**src/placeholder_unused.sv**
```systemverilog
// intentionally empty design unit list
`default_nettype none
`default_nettype wire

```
**src/usb_hub_pkg.sv**
```systemverilog
// constants, register map and carrier types of the hub port control block
//
// Overview of operation
// - one upstream port, four downstream ports, each with power, indicator and overcurrent.
// - repeat line states downstream from upstream, and upstream from one downstream port.
// - full-speed and low-speed ports; idle polarity follows the detected port speed.
// - reference clock multiplied to internal clock; repeater waits for lock after reset.
// - power mode input high means bus-powered, low means self-powered.
// - each power enable pin is open-drain: driven low or released.
// - overcurrent at a port removes power from that port only.
// - overcurrent status of each port is reported to the host.
// - connect indicator is driven low while its port is enabled.
// - indicator inactive after reset and on any port disable.
// - power asserted only by a set-power request; removed at reset and overcurrent.
// - overcurrent sets the port overcurrent bit and its change bit.
// - upstream traffic goes only to currently enabled downstream ports.
`default_nettype none

package usb_hub_pkg;

    // ************************************************************
    // sizes and timing
    // ************************************************************
    localparam int NUM_PORTS        = 4;
    localparam int CLK_FREQ_KHZ     = 10000;
    localparam int REF_CLK_KHZ      = 6000;
    localparam int INT_CLK_KHZ      = 48000;
    localparam int PLL_MULT         = INT_CLK_KHZ / REF_CLK_KHZ;
    localparam int PLL_LOCK_US      = 100;
    localparam int PLL_LOCK_CYCLES  = (PLL_LOCK_US * CLK_FREQ_KHZ + 999) / 1000;
    localparam int IDLE_HOLD_CYCLES = 2;

    // ************************************************************
    // register map (byte addresses)
    // ************************************************************
    localparam logic [4:0] REG_POWER_SET  = 5'h00;
    localparam logic [4:0] REG_POWER_CLR  = 5'h04;
    localparam logic [4:0] REG_ENABLE     = 5'h08;
    localparam logic [4:0] REG_STATUS     = 5'h0c;
    localparam logic [4:0] REG_IRQ_STATUS = 5'h10;
    localparam logic [4:0] REG_IRQ_MASK   = 5'h14;

    localparam int STAT_OC_LSB   = 0;
    localparam int STAT_LS_LSB   = 4;
    localparam int STAT_BUS_BIT  = 8;
    localparam int STAT_LOCK_BIT = 9;
    localparam int STAT_RB_LSB   = 10;
    localparam int IRQ_OC_LSB    = 0;
    localparam int IRQ_OFF_LSB   = 4;

    localparam logic [7:0] IRQ_MASK_RESET = 8'h00;

    // ************************************************************
    // carriers between the top and each port controller
    // ************************************************************
    typedef struct packed {
        logic power_set;
        logic power_clr;
        logic enable_wr;
        logic enable_val;
    } port_ctl_s;

    typedef struct packed {
        logic powered;
        logic enabled;
        logic overcurrent;
        logic oc_event;
        logic off_event;
    } port_stat_s;

    typedef enum logic [1:0] {
        ST_IDLE,
        ST_DOWN,
        ST_UP
    } rep_state_e;

endpackage : usb_hub_pkg

`default_nettype wire

```
**src/port_power_ctrl.sv**
```systemverilog
// power switch, enable and connect indicator of one downstream port
`default_nettype none

module port_power_ctrl
    import usb_hub_pkg::*;
(
    input  wire logic       i_clk,
    input  wire logic       i_resetn,
    input  wire port_ctl_s  i_ctl,
    input  wire logic       i_overcurrent_sense,
    output port_stat_s      o_stat,
    output logic            o_power_line_oe,
    output logic            o_connect_indicator_n
);

    logic powered;
    logic enabled;
    logic oc_q;
    logic next_powered;
    logic next_enabled;
    logic hold_power;
    logic hold_enable;

    // ************************************************************
    // next state
    // ************************************************************
    // overcurrent overrides any request in the same cycle
    assign hold_power   = i_ctl.power_set | (powered & ~i_ctl.power_clr);
    assign next_powered = hold_power & ~i_overcurrent_sense;
    assign hold_enable  = i_ctl.enable_wr ? i_ctl.enable_val : enabled;
    assign next_enabled = hold_enable & next_powered;

    always_ff @(posedge i_clk or negedge i_resetn) begin
        if (!i_resetn) begin
            powered               <= 1'b0;
            enabled               <= 1'b0;
            oc_q                  <= 1'b0;
            o_power_line_oe       <= 1'b0;
            o_connect_indicator_n <= 1'b1;
        end else begin
            powered               <= next_powered;
            enabled               <= next_enabled;
            oc_q                  <= i_overcurrent_sense;
            o_power_line_oe       <= next_powered;
            o_connect_indicator_n <= ~next_enabled;
        end
    end

    assign o_stat.powered     = powered;
    assign o_stat.enabled     = enabled;
    assign o_stat.overcurrent = oc_q;
    assign o_stat.oc_event    = i_overcurrent_sense & ~oc_q;
    assign o_stat.off_event   = enabled & ~next_enabled;
endmodule : port_power_ctrl

`default_nettype wire

```
**src/usb_hub_port_control.sv**
```systemverilog
// top of the hub port control: bus slave, repeater and four port controllers
//
// Design decisions made here: the Avalon-MM interface to the registers and the register addresses.
`default_nettype none

module usb_hub_port_control
    import usb_hub_pkg::*;
#(
    parameter int PORTS       = NUM_PORTS,
    parameter int LOCK_CYCLES = PLL_LOCK_CYCLES,
    parameter int IDLE_HOLD   = IDLE_HOLD_CYCLES
) (
    input  wire logic             i_clk,
    input  wire logic             i_resetn,
    input  wire logic             i_bus_powered,
    // avalon-mm slave
    input  wire logic [4:0]       i_avs_address,
    input  wire logic             i_avs_read,
    input  wire logic             i_avs_write,
    input  wire logic [31:0]      i_avs_writedata,
    input  wire logic [3:0]       i_avs_byteenable,
    output logic      [31:0]      o_avs_readdata,
    output logic                  o_avs_waitrequest,
    output logic                  o_irq,
    // per port power and status
    input  wire logic [PORTS-1:0] i_overcurrent_sense,
    input  wire logic [PORTS-1:0] i_port_power_enable_line,
    output logic      [PORTS-1:0] o_port_power_enable_line,
    output logic      [PORTS-1:0] o_port_power_enable_line_oe,
    output logic      [PORTS-1:0] o_port_connect_indicator_n,
    // upstream line pair
    input  wire logic             i_upstream_line_plus,
    output logic                  o_upstream_line_plus,
    output logic                  o_upstream_line_plus_oe,
    input  wire logic             i_upstream_line_minus,
    output logic                  o_upstream_line_minus,
    output logic                  o_upstream_line_minus_oe,
    // downstream line pairs
    input  wire logic [PORTS-1:0] i_downstream_line_plus,
    output logic      [PORTS-1:0] o_downstream_line_plus,
    output logic      [PORTS-1:0] o_downstream_line_plus_oe,
    input  wire logic [PORTS-1:0] i_downstream_line_minus,
    output logic      [PORTS-1:0] o_downstream_line_minus,
    output logic      [PORTS-1:0] o_downstream_line_minus_oe
);

    // idle (j) state; low-speed ports idle with minus high
    function automatic logic line_idle(input logic plus, input logic minus, input logic low);
        line_idle = low ? (!plus && minus) : (plus && !minus);
    endfunction : line_idle

    // ************************************************************
    // declarations
    // ************************************************************
    port_ctl_s  port_ctl  [PORTS];
    port_stat_s port_stat [PORTS];

    logic [PORTS-1:0] enabled;
    logic [PORTS-1:0] overcurrent;
    logic [PORTS-1:0] oc_event;
    logic [PORTS-1:0] off_event;
    logic [PORTS-1:0] power_oe;
    logic [PORTS-1:0] indicator_n;
    logic [PORTS-1:0] low_speed;
    logic [PORTS-1:0] down_active;
    logic [7:0]       irq_status;
    logic [7:0]       irq_mask;
    logic [7:0]       irq_events;
    logic [7:0]       next_irq_status;
    logic [31:0]      rd_mux;
    logic [31:0]      rd_status;
    logic             rd_take;
    logic             wr_fire;
    logic             wr_lane0;
    logic [7:0]       wr_byte;
    logic             locked;
    logic [15:0]      lock_cnt;
    logic             bus_powered;

    rep_state_e       state;
    rep_state_e       next_state;
    logic [1:0]       up_src;
    logic [1:0]       next_up_src;
    logic [7:0]       idle_cnt;
    logic             up_idle;
    logic             src_idle;
    logic             src_live;
    logic             any_down;
    logic [1:0]       first_down;

    // ************************************************************
    // avalon-mm slave
    // ************************************************************
    // one wait cycle on every access, so read data always comes from a flop
    assign rd_take  = i_avs_read && o_avs_waitrequest;
    assign wr_fire  = i_avs_write && !o_avs_waitrequest;
    assign wr_lane0 = wr_fire && i_avs_byteenable[0];
    assign wr_byte  = i_avs_writedata[7:0];

    assign rd_status = 32'({i_port_power_enable_line, locked, bus_powered, low_speed,
                            overcurrent});

    always_comb begin
        unique case (i_avs_address)
            REG_POWER_SET,
            REG_POWER_CLR:  rd_mux = 32'(power_oe);
            REG_ENABLE:     rd_mux = 32'(enabled);
            REG_STATUS:     rd_mux = rd_status;
            REG_IRQ_STATUS: rd_mux = 32'(irq_status);
            REG_IRQ_MASK:   rd_mux = 32'(irq_mask);
            default:        rd_mux = 32'h0000_0000;
        endcase
    end

    always_ff @(posedge i_clk or negedge i_resetn) begin
        if (!i_resetn) begin
            o_avs_waitrequest <= 1'b1;
            o_avs_readdata    <= 32'h0000_0000;
        end else begin
            o_avs_waitrequest <= !((i_avs_read || i_avs_write) && o_avs_waitrequest);
            if (rd_take) begin
                o_avs_readdata <= rd_mux;
            end
        end
    end

    // ************************************************************
    // interrupt status and mask
    // ************************************************************
    assign irq_events = {off_event, oc_event};
    // a new event wins over a clear written in the same cycle
    assign next_irq_status = (irq_status & ~((wr_lane0 && i_avs_address == REG_IRQ_STATUS)
                             ? wr_byte : 8'h00)) | irq_events;

    always_ff @(posedge i_clk or negedge i_resetn) begin
        if (!i_resetn) begin
            irq_status <= 8'h00;
            irq_mask   <= IRQ_MASK_RESET;
            o_irq      <= 1'b0;
        end else begin
            irq_status <= next_irq_status;
            if (wr_lane0 && i_avs_address == REG_IRQ_MASK) begin
                irq_mask <= wr_byte;
            end
            o_irq <= |(next_irq_status & irq_mask);
        end
    end

    // ************************************************************
    // reference clock lock and power mode
    // ************************************************************
    // the analog multiplier lives outside; this only holds the repeater off until lock
    always_ff @(posedge i_clk or negedge i_resetn) begin
        if (!i_resetn) begin
            lock_cnt    <= 16'h0000;
            locked      <= 1'b0;
            bus_powered <= 1'b0;
        end else begin
            bus_powered <= i_bus_powered;
            if (!locked) begin
                lock_cnt <= lock_cnt + 16'h0001;
                locked   <= (lock_cnt == 16'(LOCK_CYCLES - 1));
            end
        end
    end

    // ************************************************************
    // port controllers
    // ************************************************************
    generate
        for (genvar p = 0; p < PORTS; p++) begin : g_port
            // each port owns its own controller, so events never cross ports
            assign port_ctl[p].power_set  = wr_lane0 && i_avs_address == REG_POWER_SET
                                            && wr_byte[p];
            assign port_ctl[p].power_clr  = wr_lane0 && i_avs_address == REG_POWER_CLR
                                            && wr_byte[p];
            assign port_ctl[p].enable_wr  = wr_lane0 && i_avs_address == REG_ENABLE;
            assign port_ctl[p].enable_val = wr_byte[p];

            port_power_ctrl u_port (
                .i_clk                 (i_clk),
                .i_resetn              (i_resetn),
                .i_ctl                 (port_ctl[p]),
                .i_overcurrent_sense   (i_overcurrent_sense[p]),
                .o_stat                (port_stat[p]),
                .o_power_line_oe       (power_oe[p]),
                .o_connect_indicator_n (indicator_n[p])
            );

            assign enabled[p]     = port_stat[p].enabled;
            assign overcurrent[p] = port_stat[p].overcurrent;
            assign oc_event[p]    = port_stat[p].oc_event;
            assign off_event[p]   = port_stat[p].off_event;
            assign down_active[p] = enabled[p] && !line_idle(i_downstream_line_plus[p],
                                    i_downstream_line_minus[p], low_speed[p]);

            // speed is sampled from the idle lines when the port becomes enabled
            always_ff @(posedge i_clk or negedge i_resetn) begin
                if (!i_resetn) begin
                    low_speed[p] <= 1'b0;
                end else if (port_ctl[p].enable_wr && port_ctl[p].enable_val && !enabled[p]) begin
                    low_speed[p] <= i_downstream_line_minus[p] && !i_downstream_line_plus[p];
                end
            end
        end
    endgenerate

    // open-drain: the pin is only ever pulled low, the off level comes from the pull-up
    always_ff @(posedge i_clk or negedge i_resetn) begin
        if (!i_resetn) begin
            o_port_power_enable_line    <= '0;
            o_port_power_enable_line_oe <= '0;
            o_port_connect_indicator_n  <= '1;
        end else begin
            o_port_power_enable_line    <= '0;
            o_port_power_enable_line_oe <= power_oe;
            o_port_connect_indicator_n  <= indicator_n;
        end
    end

    // ************************************************************
    // repeater
    // ************************************************************
    assign up_idle  = line_idle(i_upstream_line_plus, i_upstream_line_minus, 1'b0);
    assign any_down = |down_active;

    always_comb begin
        first_down = 2'd0;
        for (int k = PORTS - 1; k >= 0; k--) begin
            if (down_active[k]) begin
                first_down = 2'(k);
            end
        end
    end

    assign src_idle = (state == ST_UP) ? line_idle(i_downstream_line_plus[up_src],
                      i_downstream_line_minus[up_src], low_speed[up_src]) : up_idle;
    assign src_live = (state != ST_UP) || enabled[up_src];

    always_comb begin
        next_state  = state;
        next_up_src = up_src;
        unique case (state)
            ST_IDLE: begin
                if (locked && !up_idle) begin
                    next_state = ST_DOWN;
                end else if (locked && any_down) begin
                    next_state  = ST_UP;
                    next_up_src = first_down;
                end
            end
            ST_DOWN,
            ST_UP: begin
                if (!src_live || (src_idle && idle_cnt == 8'(IDLE_HOLD - 1))) begin
                    next_state = ST_IDLE;
                end
            end
        endcase
    end

    always_ff @(posedge i_clk or negedge i_resetn) begin
        if (!i_resetn) begin
            state    <= ST_IDLE;
            up_src   <= 2'd0;
            idle_cnt <= 8'h00;
        end else begin
            state    <= next_state;
            up_src   <= next_up_src;
            idle_cnt <= (src_idle && state != ST_IDLE) ? idle_cnt + 8'h01 : 8'h00;
        end
    end

    always_ff @(posedge i_clk or negedge i_resetn) begin
        if (!i_resetn) begin
            o_upstream_line_plus       <= 1'b0;
            o_upstream_line_minus      <= 1'b0;
            o_upstream_line_plus_oe    <= 1'b0;
            o_upstream_line_minus_oe   <= 1'b0;
            o_downstream_line_plus     <= '0;
            o_downstream_line_minus    <= '0;
            o_downstream_line_plus_oe  <= '0;
            o_downstream_line_minus_oe <= '0;
        end else begin
            o_upstream_line_plus       <= i_downstream_line_plus[next_up_src];
            o_upstream_line_minus      <= i_downstream_line_minus[next_up_src];
            o_upstream_line_plus_oe    <= (next_state == ST_UP);
            o_upstream_line_minus_oe   <= (next_state == ST_UP);
            o_downstream_line_plus     <= {PORTS{i_upstream_line_plus}};
            o_downstream_line_minus    <= {PORTS{i_upstream_line_minus}};
            o_downstream_line_plus_oe  <= (next_state == ST_DOWN) ? enabled : '0;
            o_downstream_line_minus_oe <= (next_state == ST_DOWN) ? enabled : '0;
        end
    end
endmodule : usb_hub_port_control

`default_nettype wire

```
**config.mk**
```make
export PLATFORM = sky130hd
export DESIGN_NAME = usb_hub_port_control
export DESIGN_NICKNAME = d
export VERILOG_FILES = /design/src/placeholder_unused.sv /design/src/usb_hub_pkg.sv /design/src/port_power_ctrl.sv /design/src/usb_hub_port_control.sv
export SDC_FILE = /design/constraint.sdc
export NUM_CORES = 1
export LEC_CHECK = 0
export ABC_AREA = 1
export BUFFER_PORTS_ARGS = -buffer_cell sky130_fd_sc_hd__buf_4
export CORE_MARGIN = 8
export CORE_UTILIZATION = 53
export DETAILED_ROUTE_END_ITERATION = 10
export PLACE_DENSITY_LB_ADDON = 0.3
export SLEW_MARGIN = 20
export SYNTH_ARGS = -nofsm -noshare
export SYNTH_HDL_FRONTEND = slang
export SYNTH_HIERARCHICAL = 1
export SYNTH_SLANG_ARGS = --single-unit
```
**constraint.sdc**
```tcl
create_clock -name i_clk -period 2.18 [get_ports i_clk]
set_clock_uncertainty 0.15 [all_clocks]
set_input_delay 0.218 -clock i_clk [delete_from_list [all_inputs] [get_ports i_clk]]
set_output_delay 0.218 -clock i_clk [all_outputs]
set_load 0.1 [all_outputs]
```
======== Yosys cells after proc, flatten, opt, wreduce, memory -nomap -nowiden ========
Cells that the tools add are included.
operators by class
  $add $sub $neg .......................... 2
  multiplexer cells ....................... 38
  reduce and logical (&&, ||, !) cells .... 77
  shifts and indexed selects .............. 0
  divide/modulo/power cells ............... 0
  bitwise logic cells ..................... 44
  order comparisons ....................... 2
  equal/unequal tests ..................... 12
  multiply operators ...................... 0
operators with widths
  kind                   number
  $pmux 14 s5            1
  $logic_and 1x1->1      44
  $logic_not 1->1        23
  $and 1x1->1            20
  $mux 2                 10
  $mux 1                 17
  $add 16x1->16 const B  1
  $and 8x8->8            2
  $eq 16x10->1 const B   1
  $mux 8                 2
  $not 1->1              16
  $bmux 1 s2             6
  $eq 5x4->1 const B     2
  $eq 5x5->1 const B     2
  $add 8x1->8 const B    1
  $eq 8x1->1 const B     1
  $not 8->8              1
  $or 8x8->8             1
  $reduce_or 8->1        1
  $lt 2x3->1 const B     2
  $eq 5x3->1 const B     1
  $logic_not 5->1        1
  $eq 2x1->1 const B     2
  $eq 2x2->1 const B     2
  other kinds (9)        15
word-level totals
  bits in latches ......................... 0
  word-level logic and storage cells ...... 214
  bits in writable memories ............... 0
  flip-flop bits (word level) ............. 117
  memories kept ........................... 0
  ROM bits ................................ 0
  output and inout port bits .............. 66
  input bits .............................. 64

======== Logic depth before layout (Yosys ltp) ========
Gate-level depths: netlist (run 1).
  depth in word-level cells ............... 15
  gate-level depth with buffers ........... 17
  depth with buffers taken out ............ 17

======== Cells and area by module ========
Netlist (run 1), hierarchy kept.
modules (own cells, without submodules)
  module                times used  area each (um^2)  cells an instance  seq. area each (um^2)
  usb_hub_port_control  1           4300.4            507                2083.2
  port_power_ctrl       4           190.2             23                 101.3

======== Least setup slack after synthesis (run 1) ========
Ideal clock, no wire load.
  path kind ............................... flip-flop to flip-flop
  start ................................... reg o_avs_waitrequest
  end ..................................... reg o_irq
  path buffers ............................ 0
  data required time ...................... 1.900 ns
  arrival ................................. 1.962 ns
  period minus slack after synthesis ...... 2.242 ns
  setup slack ............................. -0.062 ns
  setup time .............................. 0.130 ns
  cell stages (with the launch flop) ...... 16
  cells stage by stage .................... dfstp_2 -> nor2_1 -> nand3_1 -> nor2_1 -> inv_1 -> nand2_1 -> nand2_1 -> nand3_2 -> nand2_1 -> inv_1 -> inv_1 -> nand2_1 -> nand2_1 -> nand3_1 -> nor2_1 -> nand4_1
RTL lines
  item                    RTL line                     text
  start, declared         usb_hub_port_control.sv:23   output logic o_avs_waitrequest,
  start signal, assigned  usb_hub_port_control.sv:120  o_avs_waitrequest <= !((i_avs_read || i_avs_write) && o_avs_waitrequest);
  end signal, assigned    usb_hub_port_control.sv:145  o_irq <= |(next_irq_status & irq_mask);
  end, declared           usb_hub_port_control.sv:24   output logic o_irq,

==> implementation parameters, run 1 <==
Parameter                              Value

Route
  Max layer used ... met4
  Routed WL ... 11900 um
  M1 wire length ... about 5200 um
  Drt drc ... 0
  DR iter-0 viols ... approximately 280
  Vias after detailed routing ... between 4k and 5k
  Number of nets still failing antenna checks after routing ... 0
  Final routed wire length divided by cell count ... between 10 and 15 um
  DR WL met2 ... 5560 um
  Amount of wire on met3 after detailed routing ... 837 um
  Average vias per placed instance ... 4.97
  Initial DRT Pass Iterations ... 5

Floorplan
  Number of placed I/O pins ... 130
  Starting utilization of the core area ... 54.4%
  Area inside the core boundary ... 9240 um2
  Die extent in x ... about 110 um
  Vertical extent of the die ... between 100 and 150 um
  Row cnt ... 35
  Full die area ... ~13000 um2

Timing
  Final Max Slew Viols ... 0
  Transition time of the tightest slew-check pin ... ~740 ps
  Tightest hold margin ... 36.8 ps
  Worst relative slew slack ... 50.3%
  Number of hold-slack violations in the final timing report ... 0
  Final Critical Period ... slightly above 2000 ps
  Period utilization ... 94.9%
  Fmax ... 483 MHz
  Number of setup violations in the final report ... 0

Min path
  HP Class ... in2reg
  Startpoint of the tightest hold check path ... i_downstream_line_plus[3]
  Count of cells along the worst hold path ... 4
  Hold Path Sink ... low_speed[3]$_DFFE_PN0P_

Pwr
  Switching power ... roughly 1.2 mW
  Cell area power density ... 630 nW/um2
  Part of the power in the clock network ... about a third
  Worst IR drop on VDD ... 0.000431 V
  Leakage component of the power ... 3.23 nW
  Switching part of the total ... 31.4%
  Sequential fraction of design power ... 49.7%
  Internal cell power ... around 2.7 mW
  Portion of total power attributed to combinational logic ... roughly a fifth

Critical path
  Reg-to-reg critical path endpoint ... o_irq$_DFF_PN0_
  Critical path data arrival time ... 2150 ps
  CP endpoint kind ... register
  CP startpoint kind ... register
  Highest net fanout along the worst path ... 5
  Worst reg2reg path depth ... 15
  Worst setup path category ... reg2reg
  Required time at the worst-slack endpoint ... 2260 ps
  Reg2Reg Launch Point ... o_avs_waitrequest$_DFF_PN1_
  Startpoint of the worst setup timing path ... o_avs_waitrequest$_DFF_PN1_
  Worst-case register-to-register setup slack ... 110 ps

Global routing
  Largest net degree at the start of global routing ... 61
  Vias in the first global route ... 4297
  Antenna violations before repair ... 0
  Wire length of the first global-routing pass ... 19700 um
  Total overflow reported by the global router ... 0
  Total GRT Usage ... 19.1%

Logic synthesis
  Yosys Warn Count ... 6
  Mean instance size in the synthesized netlist ... 8.46 um2
  Post-synthesis instance total ... 595
  Post-synthesis cell area ... 5030 um2

Layout
  Area added between synthesis and finish ... 22.3%
  Nets ... 767
  Number of filler instances in the final layout ... 781
  Fraction of final layout cells with drive strength greater than 1 ... 22.9%
  # diodes ... 0
  Total area of multi-input combinational cells ... 1950 um2
  Post-layout utilization of the core ... 66.6%
  FF+latch area ... between 2000 and 2500 um2
  Number of standard cells in the final layout excluding fillers ... ~830
  Summed area of non-filler cells in the final layout ... 6150 um2

Place
  Placed instance count ... 789
  Port buffer count ... 80
  Routability cong. ... 0.924
  DP Wirelength ... 8560 um
  Post-placement cell area ... between 5000 and 6000 um2

Clocking
  CTS tree ... yes
  Clock Path Buffers ... 2
  Worst skew pair latency ... between 300 and 400 ps
  Number of buffers created by CTS ... 9
  Clock tree root buffer cell ... clkbuf_8
  Clock slew seen by the registers of the worst setup and hold paths ... 90 ps
  Maximum level of the CTS H-tree ... 3
  Number of sinks handled by clock tree synthesis ... 99

Run
  Number of max-capacitance violations reported ... 0

Status
  Run status ... finished clean
routing by layer:
metal / GRT usage (%) / up-vias
li1: - / 2007
met1: 23.0 / 1957
met2: 31.3 / 147
met3: 5.39 / 25
met4: 8.35 / 0
met5: 0 / -
registers in the layout, summed over array words and instances, names as in the netlist, 2 cells and up:
| name | count |
|---|---|
| low_speed | 4 |
| irq_status | 8 |
| irq_mask | 8 |
| lock_cnt | 16 |
| g_port.u_port/oc_q | 4 |
| state | 2 |
| o_downstream_line_minus_oe | 4 |
| g_port.u_port/powered | 4 |
| idle_cnt | 8 |
| up_src | 2 |
| o_port_power_enable_line_oe | 4 |
| g_port.u_port/o_connect_indicator_n | 4 |
| g_port.u_port/enabled | 4 |
| o_port_connect_indicator_n | 4 |
| o_avs_readdata | 14 |
worst max-delay path by stage:
stage,endpoint
3_5_place_dp,o_irq$_DFF_PN0_
3_3_place_gp,o_irq$_DFF_PN0_
2_1_floorplan,o_irq$_DFF_PN0_
5_1_grt,o_irq$_DFF_PN0_
6_report,o_irq$_DFF_PN0_
4_1_cts,o_irq$_DFF_PN0_
critical path, cell delays in order, from the launching register on:
cell     delay, ps
dfstp_4        660
nor3_4          70
buf_6          130
buf_4          120
inv_1           40
nand2_1         40
nand2_1         80
nand3_2         80
nand2_2         60
inv_1           50
inv_1           60
nand2_2         60
nand2_2         70
nand2_1         50
nor2_2          80
nand4_1        120
what timing repair did:
item                                    4_1_cts  5_1_grt
endpoints found under the setup margin        0        1
gates resized for setup                       0       22
endpoints found under the hold margin        52        0
buffers inserted                              0        7
hold buffers                                 22        0
stage by stage:
step | power (mW) | TNS, ps | worst slack, ps
finish | 3.88 | 0 | 111
CTS | 3.91 | 0 | 7.31
floorplan | 2.49 | 0 | 88.7
global placement | 2.63 | 0 | 70.6
detailed placement | 2.65 | 0 | 36.1
global route | 4.04 | -34.6 | -34.6
cell type report:
| type | instances | share of cell area (%) |
|---|---|---|
| Sequential cell | 99 | 40.5 |
| Inverter | 99 | 6.12 |
| Clock inverter | 3 | 0.752 |
| Multi-Input combinational cell | 371 | 31.7 |
| Timing Repair Buffer | 118 | 15.7 |
| Clock buffer | 13 | 2.58 |
| Tap cell | 129 | 2.62 |
power groups by stage:
stage	Sequential [mW]	Combinational (mW)	Clock, mW
after floorplan	2.08	0.415	0
after global placement	1.95	0.682	0
after detailed placement	1.96	0.694	0
after CTS	1.92	0.727	1.26
after global routing	1.93	0.782	1.32
final	1.93	0.731	1.22
placed cells by master (no fill, tap or decap), types with 5 or more instances in the layout:
| cell type | n |
|---|---|
| nor2_1 | 30 |
| nor3_1 | 13 |
| clkbuf_8 | 11 |
| xor2_1 | 10 |
| inv_1 | 94 |
| dfrtp_1 | 90 |
| dlygate4sd3_1 | 22 |
| a21o_1 | 5 |
| ha_1 | 5 |
| dfstp_2 | 8 |
| xnor2_1 | 6 |
| nand3_1 | 28 |
| a21oi_1 | 14 |
| conb_1 | 22 |
| buf_4 | 92 |
| nand3_2 | 8 |
| nand2_2 | 14 |
| o21ai_0 | 35 |
| nand4_1 | 5 |
| nand2_1 | 136 |
Power figures use the tool's default switching activity.
==> run 2: changes to the inputs <==
CELL_PAD_IN_SITES_DETAIL_PLACEMENT = 0   (was unset)
CELL_PAD_IN_SITES_GLOBAL_PLACEMENT = 1   (was unset)
CORE_UTILIZATION = 39   (was 53)
TNS_END_PERCENT = 10   (was unset)
==> implementation parameters, run 2 (synthesized netlist as in run 1, its figures left out) <==
Parameter                              Value

Route
  Routed WL ... 12100 um (+1.7%)
  Final routed wire length divided by cell count ... 13.9 um (-2.6%)
  Vias after detailed routing ... 3988 (-3.6%)
  DR iter-0 viols ... 220 (-23%)
  Average vias per placed instance ... 4.59 (-7.7%)
  Number of nets still failing antenna checks after routing ... 0 (unchanged)
  Initial DRT Pass Iterations ... 4 (-1)
  Drt drc ... 0 (unchanged)

Floorplan
  Vertical extent of the die ... 130 um (+14%)
  Area inside the core boundary ... 12600 um2 (+37%)
  Die extent in x ... 130 um (+14%)
  Row cnt ... 41 (+17%)
  Starting utilization of the core area ... 39.9% (-15 points)
  Full die area ... 16800 um2 (+31%)
  Number of placed I/O pins ... 130 (unchanged)

Pwr
  Portion of total power attributed to combinational logic ... 17.5% (-1.4 points)
  Sequential fraction of design power ... 46.4% (-3.3 points)
  Switching part of the total ... 30.3% (-1.1 points)
  Overall power ... 4.14 mW (+6.8%)
  Part of the power in the clock network ... 36.1% (+4.6 points)
  Worst IR drop on VDD ... 0.000455 V (+5.5%)
  Internal cell power ... 2.89 mW (+8.6%)
  Leakage component of the power ... 3.23 nW (about the same)
  Cell area power density ... 668 nW/um2 (+6.0%)
  Switching power ... 1.25 mW (+3.0%)

Global routing
  Vias in the first global route ... 4091 (-4.8%)
  Wire length of the first global-routing pass ... 19900 um (+0.84%)
  Total GRT Usage ... 15.2% (-3.8 points)
  Largest net degree at the start of global routing ... 44 (-28%)
  Total overflow reported by the global router ... 0 (unchanged)
  Antenna violations before repair ... 0 (unchanged)

Timing
  Worst relative slew slack ... 64.7% (+14 points)
  Period utilization ... 92.5% (-2.4 points)
  Worst Slack Setup Final ... 163 ps (+52.1 ps)
  Final Critical Period ... 2020 ps (-52.1 ps)
  Number of hold-slack violations in the final timing report ... 0 (unchanged)
  Transition time of the tightest slew-check pin ... 524 ps (-213 ps)
  Fmax ... 496 MHz (+2.6%)
  Final Max Slew Viols ... 0 (unchanged)
  Tightest hold margin ... 11.8 ps (-25.0 ps)
  Number of setup violations in the final report ... 0 (unchanged)

Layout
  Highest-count cells in the layout ignoring fill and taps ... nand2_1, buf_4, inv_1
  Max FFs per register ... 16 (unchanged)
  Most common library cell in the layout ignoring fill and taps ... nand2_1
  # diodes ... 0 (unchanged)
  Nets ... 762 (-0.65%)
  Post-layout utilization of the core ... 49.1% (-17 points)
  Register bank with the most flops ... lock_cnt
  Summed area of non-filler cells in the final layout ... 6200 um2 (+0.81%)
  Area added between synthesis and finish ... 23.3%
  Top Registers ... lock_cnt (16), o_avs_readdata (14)
  Fraction of final layout cells with drive strength greater than 1 ... 23.1% (+0.20 points)

Critical path
  Family with the most delay on the worst path ... simple AND/OR/NAND/NOR gates
  Worst setup path category ... reg2reg
  Worst-case register-to-register setup slack ... 160 ps (+50 ps)
  Delay of the slowest cell on the worst path ... 480 ps (-180 ps)
  Required time at the worst-slack endpoint ... 2250 ps (about the same)
  Highest net fanout along the worst path ... 4 (-1)
  CP bufs+invs ... 3 (-2)
  Most prevalent standard cell on the critical path ... nand2_2
  Critical path's slowest cell ... dfstp_4
  Critical path data arrival time ... 2080 ps (-70 ps)
  CP endpoint kind ... register
  CP startpoint kind ... register
  Worst path cell trace ... nor2_4, nand4_1, nor2_1, inv_1, nand2_2, nand3_2, nand2_1, inv_2, inv_2, nand2_2, nand2_2, nand3_2, nor2_2, nand4_1

Place
  Post-placement cell area ... 5690 um2 (+1.2%)
  Routability cong. ... 0.842 (-8.8%)
  Minimum setup slack after placement ... 65.2 ps (+29.0 ps)
  Port buffer count ... 80 (unchanged)
  DP Wirelength ... 9140 um (+6.8%)

Clocking
  Maximum level of the CTS H-tree ... 3 (unchanged)
  Number of buffers created by CTS ... 9 (unchanged)
  Number of sinks handled by clock tree synthesis ... 99 (unchanged)
  Worst skew pair latency ... 350 ps (-20 ps)
  CTS tree ... yes
  Clock slew seen by the registers of the worst setup and hold paths ... 70 ps (-20 ps)
  Clock Path Buffers ... 2 (unchanged)
  Clock tree root buffer cell ... clkbuf_16

Status
  Run status ... finished clean

Min path
  HP Class ... in2reg

Run
  Number of max-capacitance violations reported ... 0 (unchanged)
-- run 2: metrics by stage --
| stage | instances | TNS, ps |
|---|---|---|
| finish | 869 | 0 |
| global route | 869 | -17.4 |
| CTS | 866 | 0 |
| detailed placement | 834 | 0 |
| global placement | 834 | 0 |
| floorplan | 616 | 0 |
-- run 2: final cells by class --
class / instances / area, um2
clock buffer: 11 / 253
timing repair buffer: 113 / 903
inverter: 99 / 377
multi-input combinational: 371 / 1940
clock inverter: 4 / 26.3
fill: 1205 / 6420
tap: 172 / 215
sequential: 99 / 2490
-- run 2: metal layers --
layer	share of wire (%)	vias to the layer above	wire, um	global-route usage (%)
met4	2.5	0	297	7.17
li1	-	2012	-	-
met3	5.2	20	630	3.37
met5	0	-	0	0
met2	49	96	5980	25.7
met1	43	1860	5180	18.1
-- run 2: final timing paths --
kind / start / depth (start not counted) / end
max: o_avs_waitrequest$_DFF_PN1_ / 14 / o_irq$_DFF_PN0_
min: i_downstream_line_minus[2] / 3 / o_upstream_line_minus$_DFF_PN0_
max reg2reg: o_avs_waitrequest$_DFF_PN1_ / 14 / o_irq$_DFF_PN0_
min reg2reg: g_port[1].u_port/o_connect_indicator_n$_DFF_PN1_ / 0 / o_port_connect_indicator_n[1]$_DFF_PN1_
max in group asynchronous: i_resetn / 3 / lock_cnt[13]$_DFFE_PN0N_
min in group asynchronous: i_resetn / 2 / low_speed[0]$_DFFE_PN0P_
-- run 2: worst reg2reg max path, delay by kind of cell, from the launching register on --
family | cells | cell delay, ps
simple gates | 11 | 1100
buf+inv | 3 | 160
flops | 1 | 480
-- run 2: power by group through the flow --
stage | registers (mW) | logic (mW) | clock network, mW
after detailed placement | 1.95 | 0.694 | 0
final | 1.92 | 0.723 | 1.49
after CTS | 1.92 | 0.721 | 1.55
after global routing | 1.93 | 0.770 | 1.61
after floorplan | 2.08 | 0.415 | 0
after global placement | 1.95 | 0.685 | 0
-- run 2: repair_timing --
action | CTS | global route
buffers inserted | 0 | 3
hold buffers | 17 | 0
resized for setup | 0 | 15
endpoints found under the hold margin | 46 | 0
endpoints found under the setup margin | 0 | 1
